[src/rtl/pin_router_pkg.sv]
// How it works
// - only digital signals pass through the selection network.
// - analog functions stay on their own pins, never routed here.
// - input routing and output routing use separate registers and logic.
// - each peripheral input has a selector choosing its source pin.
// - each pin has an output selector choosing its driving source.
// - receive selector code 0x17 feeds port C bit 7 to serial receiver.
// - code 0x09 on port C bit 6 drives first serial transmit.
// - several peripheral inputs may share one pin, each sees its level.
// - port level read returns the pin level regardless of selections.
// - each input accepts only its permitted ports, per package variant.
// - input selectors load their listed default codes at reset.
// - output code 0x00 drives the pin from its output latch.
// - direction control owns the driver unless a peripheral overrides.
package pin_router_pkg;
  localparam int NUM_IN   = 38;
  localparam int NUM_PINS = 32;
  localparam int SEL_W    = 8;
  localparam int OUT_W    = 5;
  localparam logic [11:0] IN_SEL_BASE   = 12'h000;
  localparam logic [11:0] OUT_SEL_BASE  = 12'h100;
  localparam logic [11:0] PORT_LVL_ADDR = 12'h180;
  localparam int CODE_PORT_LSB = 3;
  localparam int CODE_TOP_LSB  = 5;
  localparam logic [OUT_W-1:0] OUT_CODE_LATCH = 5'h00;
  localparam logic [OUT_W-1:0] OUT_SER1_TX    = 5'h09;
  localparam logic [OUT_W-1:0] OUT_SEL_RST    = 5'h00;
  localparam logic [SEL_W-1:0] IN_CODE_RC7    = 8'h17;
  localparam int PIN_RC6 = 22;
  localparam int PIN_RC7 = 23;

  typedef enum logic [5:0] {
    ext_irq0_pin_select, ext_irq1_pin_select, ext_irq2_pin_select,
    timer0_clock_pin_select, timer1_clock_pin_select,
    timer1_gate_pin_select, timer3_clock_pin_select,
    timer3_gate_pin_select, timer5_clock_pin_select,
    timer5_gate_pin_select, timer2_clock_pin_select,
    timer4_clock_pin_select, timer6_clock_pin_select,
    adc_trigger_pin_select, capture1_pin_select, capture2_pin_select,
    waveform_gen_in_pin_select, modulator_carrier_low_pin_select,
    modulator_carrier_high_pin_select, modulator_source_pin_select,
    serial1_receive_pin_select, serial1_clock_pin_select,
    serial2_receive_pin_select, serial2_clock_pin_select,
    sync_port1_clock_pin_select, sync_port1_data_pin_select,
    sync_port1_select_pin_select, sync_port2_clock_pin_select,
    sync_port2_data_pin_select, sync_port2_select_pin_select,
    logic_cell_in0_pin_select, logic_cell_in1_pin_select,
    logic_cell_in2_pin_select, logic_cell_in3_pin_select,
    logic_cell_in4_pin_select, logic_cell_in5_pin_select,
    logic_cell_in6_pin_select, logic_cell_in7_pin_select
  } in_sel_idx_t;

  localparam logic [SEL_W-1:0] IN_SEL_RST [NUM_IN] = '{
    8'h08, 8'h09, 8'h0a, 8'h04, 8'h10, 8'h0d, 8'h10, 8'h10,
    8'h12, 8'h0c, 8'h13, 8'h15, 8'h0f, 8'h0c, 8'h12, 8'h11,
    8'h08, 8'h03, 8'h04, 8'h05, 8'h17, 8'h16, 8'h0f, 8'h0e,
    8'h13, 8'h14, 8'h05, 8'h09, 8'h0a, 8'h08, 8'h00, 8'h01,
    8'h0e, 8'h0f, 8'h00, 8'h01, 8'h0e, 8'h0f};

  // permitted ports, bit n set means port n (a=0 .. d=3)
  localparam logic [3:0] MASK_28 [NUM_IN] = '{
    4'h3, 4'h3, 4'h3, 4'h3, 4'h5, 4'h6, 4'h6, 4'h5,
    4'h5, 4'h6, 4'h5, 4'h6, 4'h6, 4'h6, 4'h6, 4'h6,
    4'h6, 4'h5, 4'h5, 4'h5, 4'h6, 4'h6, 4'h6, 4'h6,
    4'h6, 4'h6, 4'h5, 4'h6, 4'h6, 4'h6, 4'h5, 4'h5,
    4'h6, 4'h6, 4'h5, 4'h5, 4'h6, 4'h6};
  localparam logic [3:0] MASK_40 [NUM_IN] = '{
    4'h3, 4'h3, 4'h3, 4'h3, 4'h5, 4'h6, 4'h6, 4'h5,
    4'h5, 4'ha, 4'h5, 4'h6, 4'ha, 4'ha, 4'h6, 4'h6,
    4'ha, 4'h9, 4'h9, 4'h9, 4'h6, 4'h6, 4'ha, 4'ha,
    4'h6, 4'h6, 4'h9, 4'ha, 4'ha, 4'ha, 4'h5, 4'h5,
    4'ha, 4'ha, 4'h5, 4'h5, 4'ha, 4'ha};
endpackage : pin_router_pkg

[src/rtl/peripheral_input_pin_router.sv]
// Local design decisions: register access over APB and the register addresses.
`timescale 1ns/100ps
module peripheral_input_pin_router
  import pin_router_pkg::*;
#(
  parameter bit PKG_40PIN = 1'b1
) (
  input  wire logic                core_clk,
  input  wire logic                reset_n,
  input  wire logic                clk_en,
  input  wire logic [11:0]         paddr,
  input  wire logic                psel,
  input  wire logic                penable,
  input  wire logic                pwrite,
  input  wire logic [31:0]         pwdata,
  input  wire logic [3:0]          pstrb,
  output logic      [31:0]         prdata,
  output logic                     pready,
  output logic                     pslverr,
  input  wire logic [NUM_PINS-1:0] pin_in,
  input  wire logic [NUM_PINS-1:0] pin_analog_select_bit,
  input  wire logic [NUM_PINS-1:0] lat_val,
  input  wire logic [NUM_PINS-1:0] dir_in,
  input  wire logic [NUM_PINS-1:0] per_out,
  input  wire logic [NUM_PINS-1:0] per_oe_ovr,
  input  wire logic [NUM_PINS-1:0] per_oe,
  output logic      [NUM_PINS-1:0] pin_out,
  output logic      [NUM_PINS-1:0] pin_oe,
  output logic      [NUM_IN-1:0]   per_in
);

  logic [SEL_W-1:0] in_sel_r  [NUM_IN];
  logic [OUT_W-1:0] out_sel_r [NUM_PINS];
  logic [31:0]      prdata_r;
  logic [31:0]      rd_nxt;
  logic             pready_r;
  logic             pslverr_r;
  logic             err_nxt;
  logic             access;
  logic             wr_take;
  logic             aligned;
  logic             in_hit;
  logic             out_hit;
  logic             lvl_hit;
  logic [5:0]       in_idx;
  logic [4:0]       out_idx;

  assign prdata  = prdata_r;
  assign pready  = pready_r;
  assign pslverr = pslverr_r;

  assign in_idx  = paddr[7:2];
  assign out_idx = paddr[6:2];
  assign aligned = (paddr[1:0] == 2'b00);
  assign in_hit  = aligned &&
                   (paddr[11:8] == IN_SEL_BASE[11:8]) &&
                   (in_idx < 6'(NUM_IN));
  assign out_hit = aligned &&
                   (paddr[11:7] == OUT_SEL_BASE[11:7]);
  assign lvl_hit = (paddr == PORT_LVL_ADDR);

  // one wait state: the answer is registered, so decode stays off
  // the pready path
  assign access  = psel && penable && !pready_r;
  assign wr_take = psel && penable && pready_r && pwrite && pstrb[0];

  always_comb begin
    rd_nxt  = 32'h0000_0000;
    err_nxt = 1'b0;
    if (in_hit) begin
      rd_nxt = {24'h00_0000, in_sel_r[in_idx]};
    end else if (out_hit) begin
      rd_nxt = {27'h000_0000, out_sel_r[out_idx]};
    end else if (lvl_hit) begin
      // raw pin level, independent of any selection
      rd_nxt = pin_in;
    end else begin
      err_nxt = 1'b1;
    end
  end

  always_ff @(posedge core_clk or negedge reset_n) begin
    if (!reset_n) begin
      pready_r  <= 1'b0;
      pslverr_r <= 1'b0;
      prdata_r  <= 32'h0000_0000;
    end else if (clk_en) begin
      pready_r  <= access;
      pslverr_r <= access && err_nxt;
      if (access) begin
        prdata_r <= rd_nxt;
      end
    end
  end

  // peripheral input selectors, kept apart from output selectors
  always_ff @(posedge core_clk or negedge reset_n) begin
    if (!reset_n) begin
      for (int i = 0; i < NUM_IN; i++) begin
        in_sel_r[i] <= IN_SEL_RST[i];
      end
    end else if (clk_en && wr_take && in_hit) begin
      in_sel_r[in_idx] <= pwdata[SEL_W-1:0];
    end
  end

  // pin output selectors; upper bits are not stored and read as zero
  always_ff @(posedge core_clk or negedge reset_n) begin
    if (!reset_n) begin
      for (int p = 0; p < NUM_PINS; p++) begin
        out_sel_r[p] <= OUT_SEL_RST;
      end
    end else if (clk_en && wr_take && out_hit) begin
      out_sel_r[out_idx] <= pwdata[OUT_W-1:0];
    end
  end

  for (genvar i = 0; i < NUM_IN; i++) begin : g_in
    logic [3:0] ok;
    logic [4:0] pin;
    logic       hit;
    logic       q_r;
    assign ok  = PKG_40PIN ? MASK_40[i] : MASK_28[i];
    // bits 4:3 pick the port, 2:0 the bit: together the pin index
    assign pin = in_sel_r[i][4:0];
    // codes outside the permitted ports feed a constant low
    assign hit = (in_sel_r[i][SEL_W-1:CODE_TOP_LSB] == 3'b000) &&
                 ok[pin[4:CODE_PORT_LSB]];
    always_ff @(posedge core_clk or negedge reset_n) begin
      if (!reset_n) begin
        q_r <= 1'b0;
      end else if (clk_en) begin
        // any number of inputs may read the same pin
        // digital buffer only: analog-selected pins read low
        q_r <= hit && pin_in[pin] && !pin_analog_select_bit[pin];
      end
    end
    assign per_in[i] = q_r;
  end

  // analog signals have their own fixed paths outside this block
  for (genvar p = 0; p < NUM_PINS; p++) begin : g_out
    logic [OUT_W-1:0] code;
    logic             drv;
    logic             oe;
    logic             out_r;
    logic             oe_r;
    assign code = out_sel_r[p];
    // code 0 takes the port latch; others index the peripheral outputs
    assign drv  = (code == OUT_CODE_LATCH) ? lat_val[p]
                                           : per_out[code];
    // direction control rules unless the source takes the driver
    assign oe   = (code != OUT_CODE_LATCH && per_oe_ovr[code]) ?
                  per_oe[code] : !dir_in[p];
    always_ff @(posedge core_clk or negedge reset_n) begin
      if (!reset_n) begin
        out_r <= 1'b0;
        oe_r  <= 1'b0;
      end else if (clk_en) begin
        out_r <= drv;
        oe_r  <= oe;
      end
    end
    assign pin_out[p] = out_r;
    assign pin_oe[p]  = oe_r;
  end
endmodule : peripheral_input_pin_router

[config.mk]
export PLATFORM = sky130hd
export DESIGN_NAME = peripheral_input_pin_router
export DESIGN_NICKNAME = d
export VERILOG_FILES = /design/src/rtl/pin_router_pkg.sv /design/src/rtl/peripheral_input_pin_router.sv
export SDC_FILE = /design/constraint.sdc
export NUM_CORES = 2
export LEC_CHECK = 0
export ABC_CLOCK_PERIOD_IN_PS = 2400
export BUFFER_PORTS_ARGS = -buffer_cell sky130_fd_sc_hd__buf_2
export CAP_MARGIN = 10
export CORE_MARGIN = 2
export CORE_UTILIZATION = 30
export CTS_CLUSTER_DIAMETER = 200
export DETAILED_ROUTE_END_ITERATION = 7
export GPL_ROUTABILITY_DRIVEN = 0
export PLACE_DENSITY = 0.46
export SETUP_SLACK_MARGIN = 0.15
export SLEW_MARGIN = 5
export SYNTH_ARGS = -nofsm -noshare
export SYNTH_HDL_FRONTEND = slang
export SYNTH_SLANG_ARGS = --single-unit
[constraint.sdc]
create_clock -name core_clk -period 2.4 [get_ports core_clk]
set_input_delay 0.36 -clock core_clk [delete_from_list [all_inputs] [get_ports core_clk]]
set_output_delay 0.36 -clock core_clk [all_outputs]
set_load 0.02 [all_outputs]
# Word-level counts from Yosys, hierarchy flattened
# Cells that the tools add are included.
[word_totals] regBits=600 in_bits=278 out_inout_bits=136 word_cells=1130
[op_classes] n_lt_le_gt_ge=113 eq_ne=2 n_mux=502 bitwise=2 reduce_logical=336
[ops] op="1-bit binary-select mux with 5-bit select" count=172
[ops] op="5-bit by 6-bit less-than comparator with 1-bit output (second input constant)" count=70
[ops] op="304-bit bitwise mux" count=1
[ops] op="1-bit 2-to-1 mux" count=277
[ops] op="160-bit bitwise mux" count=1
[ops] op="1-bit logical AND" count=160
[ops] op="5-bit zero test" count=32
[ops] op="5-bit nonzero test" count=32
[ops] op="3-bit zero test" count=38
[ops] op="2-bit by 3-bit less-than comparator with 1-bit output (second input constant)" count=38
[ops] op="32-bit 2-to-1 mux" count=3
[ops] op="1-bit binary-select mux with 2-bit select" count=38
[ops] op="1-bit zero test" count=71
[ops] op="8-bit binary-select mux with 6-bit select" count=1
[ops] op="8-bit demux with 6-bit select" count=1
[ops] op="5-bit binary-select mux with 5-bit select" count=1
[ops] op="5-bit demux with 5-bit select" count=1
[ops] op="8-bit 2-to-1 mux" count=3
[ops] op="5-bit 2-to-1 mux" count=3
[ops] op="12-bit by 9-bit == test with 1-bit output (second input constant)" count=1
[ops] op="7-bit greater-or-equal comparator (second input constant)" count=1
[ops] op="7-bit by 1-bit less-than comparator with 1-bit output (second input constant)" count=1
[ops] op="6-bit NOT with 7-bit output" count=1
[ops] op="6-bit greater-or-equal comparator (second input constant)" count=1
[ops] op="other kinds (7)" count=7

# Depth between registers and ports, before layout
[logic_depth] ltp_word=6 ltp_mapped=10 ltp_nobuf=6

# Worst setup path before layout
# No wires, ideal clock.
[synth_timing] path_type="reg2reg" start="register out_sel_r, in the netlist g_out[9].code[0]" end="register g_out[9].out_r" setup_time_ps=141 arrival_time_ps=2380 required_ps=2259 slack_ps=-121 path_stages_with_launch=8 path_buffers=3 synth_period_minus_slack_ps=2521 path_cell_list="dfrtp_1 > buf_2 > buf_2 > buf_2 > mux4_2 > mux4_2 > a32oi_1 > a31oi_1"
[synth_between] elab_chain_cells=3 elab_cells_between_ends=4 classes_between="mux: 3; reduce/logical: 1"
[synth_rtl] item="start: declaration" line_no="peripheral_input_pin_router.sv:33" source="logic [OUT_W-1:0] out_sel_r [NUM_PINS];"
[synth_rtl] item="start signal: indexed assignment" line_no="peripheral_input_pin_router.sv:114" source="out_sel_r[out_idx] <= pwdata[OUT_W-1:0];"
[synth_rtl] item="1-bit binary-select mux with 5-bit select" line_no="peripheral_input_pin_router.sv:151" source=": per_out[code];"
[synth_rtl] item="1-bit 2-to-1 mux (implied by the code)" line_no="peripheral_input_pin_router.sv:151"
[synth_rtl] item="1-bit 2-to-1 mux (*)" line_no="peripheral_input_pin_router.sv:150" source="assign drv = (code == OUT_CODE_LATCH) ? lat_val[p]"
[synth_rtl] item="end signal: assignment" line_no="peripheral_input_pin_router.sv:160" source="out_r <= drv;"
[synth_rtl] item="end: declaration" line_no="peripheral_input_pin_router.sv:146" source="logic out_r;"
# Mark *: on every way between the ends. The rest lies on a longest branch, timed or not. The select of a mux whose other input is x is not followed.
# A chain may end at the register's enable or synchronous reset.

# Final worst setup path
[layout_timing] start="register out_sel_r, in the netlist g_out[24].code[0]" end="register g_out[24].oe_r"
[layout_between] elab_chain_cells=4 elab_cells_between_ends=7 classes_between="mux: 5; reduce/logical: 2"
[layout_rtl] item="1-bit binary-select mux with 5-bit select" line_no="peripheral_input_pin_router.sv:153" source="assign oe = (code != OUT_CODE_LATCH && per_oe_ovr[code]) ?"
[layout_rtl] item="1-bit 2-to-1 mux (implied by the code)" line_no="peripheral_input_pin_router.sv:153"
[layout_rtl] item="1-bit logical AND" line_no="peripheral_input_pin_router.sv:153"
[layout_rtl] item="1-bit 2-to-1 mux (*)" line_no="peripheral_input_pin_router.sv:153"
[layout_rtl] item="end signal: assignment" line_no="peripheral_input_pin_router.sv:158" source="oe_r <= 1'b0;"
[layout_rtl] item="end signal: assignment" line_no="peripheral_input_pin_router.sv:161" source="oe_r <= oe;"
[layout_rtl] item="end: declaration" line_no="peripheral_input_pin_router.sv:147" source="logic oe_r;"
# Marked as above.

==> reports/qor.yml <==
power_and_ir_drop:
  p_int_mw: 20.6
  power_frac_clock_pct: 44.1
  leakage_nw: 29.6
  combPwrFrac_pct: 21.2
  ir_drop_v: 0.000514
  share_seq_of_total_power_pct: 34.6
  switching_share_pct: 31.2
  p_per_area_nw_per_um2: 390
  p_switching_mw: 9.33
detailed_routing:
  wl_met1_um: 106000
  wl_per_cell_um: 38.3
  vias: 51300
  route.detailed.drc: 0
  viasPerCell: 6.64
  drt_pass1_iterations: 8
  first_iter_violations: 7033
  routed.top_layer: "met5"
  route.met2.wl_um: 132000
  drtAntennaViolNets: 0
  wl_met3_um: 34800
  routed_wirelength_um: 296000
clocking:
  cts_tree: "yes"
  cts_max_level: 3
  cts.clk_slew.worst_paths_ns: 0.07
  clock-sinks: 600
  cts_buffers: 82
  max-clock-path-buffers: 3
  cts-root-buf: "clkbuf_16"
  clk_latency_ns: 0.77
sta:
  fmax_mhz: 371
  hold_viol: 0
  rsz0062_at_grt: "yes"
  finClkSkew_ns: 0.0754
  worst_slew_pin_slew_ns: 1.20
  slew_headroom_pct: 19.7
  timing.final.crit_share_pct: 112
  fin_hold_ws_ns: 0.0422
  slew_violations: 0
  setup_viol: 19
  finalSetupTns_ns: -1.45
  fin_crit_ns: 2.70
  worst_slack_ns: -0.298
logic_synthesis:
  netlist_area_um2: 58300
  synth_compound_area_share_pct: 5.18
  synth_adder_area_share_pct: 0
  synth-xor-area-share_pct: 0
  synthMuxAreaShare_pct: 56.5
  yosysSeqAreaShare_pct: 25.9
  synth.distinct_cells: 58
  synth_seq_cells: 600
  avgSynthCellArea_um2: 13.3
  synth_edf_count: 0
  yosys.area_share.simple_pct: 5.35
  ys_warn_count: 0
  synthCells: 4379
  synth_async_sr_flop_share_pct: 100
  synth.net_count: 4657
  synth_ff_type: "dfrtp_1"
  synth_top_family_by_area: "multiplexers"
die:
  die_w_um: 445
  die_h_um: 445
  core_area_um2: 193000
  die-area_um2: 198000
  start_util_pct: 30.2
  rows: 161
  num_io_pins: 414
critical_path:
  critPathCaptureType: "flip-flop"
  critPathLaunchType: "flip-flop"
  r2r_slack_ns: -0.30
  cp_max_fo: 7
  crit_type: "flip-flop to flip-flop"
  cp.arrival_ns: 3.33
  required_ns: 3.04
outcome:
  violations: "setup timing"
  status: "complete, but fails checks"
layout:
  fin_cells: 7729
  multiInputGateArea_um2: 40200
  final_nets: 5403
  seqCellArea_um2: 15200
  area_delta_synth_final_pct: 31.6
  final_common_cell: "mux4_2"
  drive_above_1_share_pct: 68.0
  nFillCells: 18000
  final_cell_mix: "1149 x mux4_2, 661 x buf_4, 484 x dfrtp_1"
placement:
  numPortBuffers: 386
  dp_cells: 7329
  dp_hpwl_um: 211000
job:
  drv_cap: 0
global_routing:
  track_usage_pct: 29.2
  antenna_found_initial: 28
  grt_pass1_wl_um: 411000
  grt_overflow: 0
  grt_pass1_vias: 51200
  grt_max_degree: 78
min_path:
  hold_path_class: "input pin to flip-flop"
registers in the layout (all words and copies together) (netlist names):
register     flops
g_out.oe_r      32
pslverr          1
prdata          32
pready           1
g_in.q_r        38
in_sel_r       114
g_in.pin       190
g_out.code     160
g_out.out_r     32
layer usage:
layer / track usage [%] / vias to the layer above
li1: - / 19200
met2: 44.8 / 4239
met5: 0 / -
met4: 17.8 / 6
met1: 36.6 / 26900
met3: 8.13 / 1050
worst paths after layout:
path / from / end / cells past startpoint
max: g_out[24].code[0]$_DFFE_PN0P_ / g_out[24].oe_r$_DFFE_PN0P_ / 7
min: dir_in[0] / g_out[0].oe_r$_DFFE_PN0P_ / 3
max reg2reg: g_out[24].code[0]$_DFFE_PN0P_ / g_out[24].oe_r$_DFFE_PN0P_ / 7
min reg2reg: g_out[23].oe_r$_DFFE_PN0P_ / g_out[23].oe_r$_DFFE_PN0P_ / 1
max in group asynchronous: reset_n / g_in[33].pin[2]$_DFFE_PN1P_ / 4
min in group asynchronous: reset_n / g_out[4].oe_r$_DFFE_PN0P_ / 2
cells in the mapped netlist (18+ instances only):
cell,instances,share of area (%)
mux2i_1,139,2.4
a22o_1,33,0.50
buf_1,57,0.37
a22oi_1,99,1.3
o211ai_1,21,0.27
o22ai_1,27,0.29
buf_4,122,1.6
nand4_1,21,0.23
nor4b_1,18,0.27
o21ai_0,60,0.51
buf_2,114,0.98
nand2_1,146,0.94
a31oi_1,21,0.23
nor2b_1,90,0.96
a21oi_1,108,0.93
dfrtp_1,520,22
mux4_2,1149,44
dfstp_2,80,3.6
nor2_1,84,0.54
nor3_1,25,0.21
clkbuf_1,563,3.6
inv_1,81,0.52
nand3_1,102,0.87
mux2_2,491,9.5
worst max-delay path, stage by stage, from the launching register on:
cell	delay [ns]
dfrtp_2	0.42
buf_12	0.15
mux4_2	0.56
mux4_2	0.48
o211ai_1	0.59
buf_4	0.22
mux2_4	0.14
a21oi_2	0.04
cell type report:
class | instances | area share, %
Antenna cell | 9 | 0.0293
Clock buffer | 120 | 3.00
Sequential cell | 600 | 19.8
Timing Repair Buffer | 1518 | 19.7
Multi-Input combinational cell | 2841 | 52.3
Tap cell | 2526 | 4.12
Clock inverter | 33 | 0.738
Inverter | 82 | 0.401
power groups by stage:
stage | logic, mW | clock network (mW) | registers, mW
floorplan | 2.79 | 0 | 10.5
global route | 6.43 | 13.9 | 10.4
detailed placement | 5.95 | 0 | 10.5
finish | 6.35 | 13.2 | 10.4
CTS | 6.13 | 13.5 | 10.4
global placement | 5.92 | 0 | 10.5
repair_timing:
item                                    4_1_cts  5_1_grt
gates cloned                                 13       10
buffers inserted                             88       53
pin swaps                                    61       47
endpoints found under the setup margin      225      132
hold endpoints to repair                    318        0
resized for setup                           274      123
hold buffers                                 74        0
kinds of logic (layout without fill, tap and decap cells):
| logic type | count (synthesis) | count (layout) |
|---|---|---|
| compound gates | 449 | 449 |
| buf+inv | 938 | 1753 |
| flops | 600 | 600 |
| mux | 1794 | 1794 |
| other cells | 0 | 9 |
| simple gates | 598 | 598 |
per-stage QoR:
| step | cell area (um2) | utilization, % | total power [mW] | setup slack (ns) |
|---|---|---|---|---|
| floorplan | 58600 | - | 13.3 | 0.0670 |
| detailed placement | 69700 | 36.1 | 16.5 | -0.502 |
| finish | 76800 | 39.8 | 29.9 | -0.298 |
| CTS | 75600 | 39.2 | 30.0 | -0.238 |
| global route | 76800 | 39.8 | 30.7 | -0.337 |
| global placement | 69700 | 36.1 | 16.5 | -0.516 |
Power figures use the tool's default switching activity.
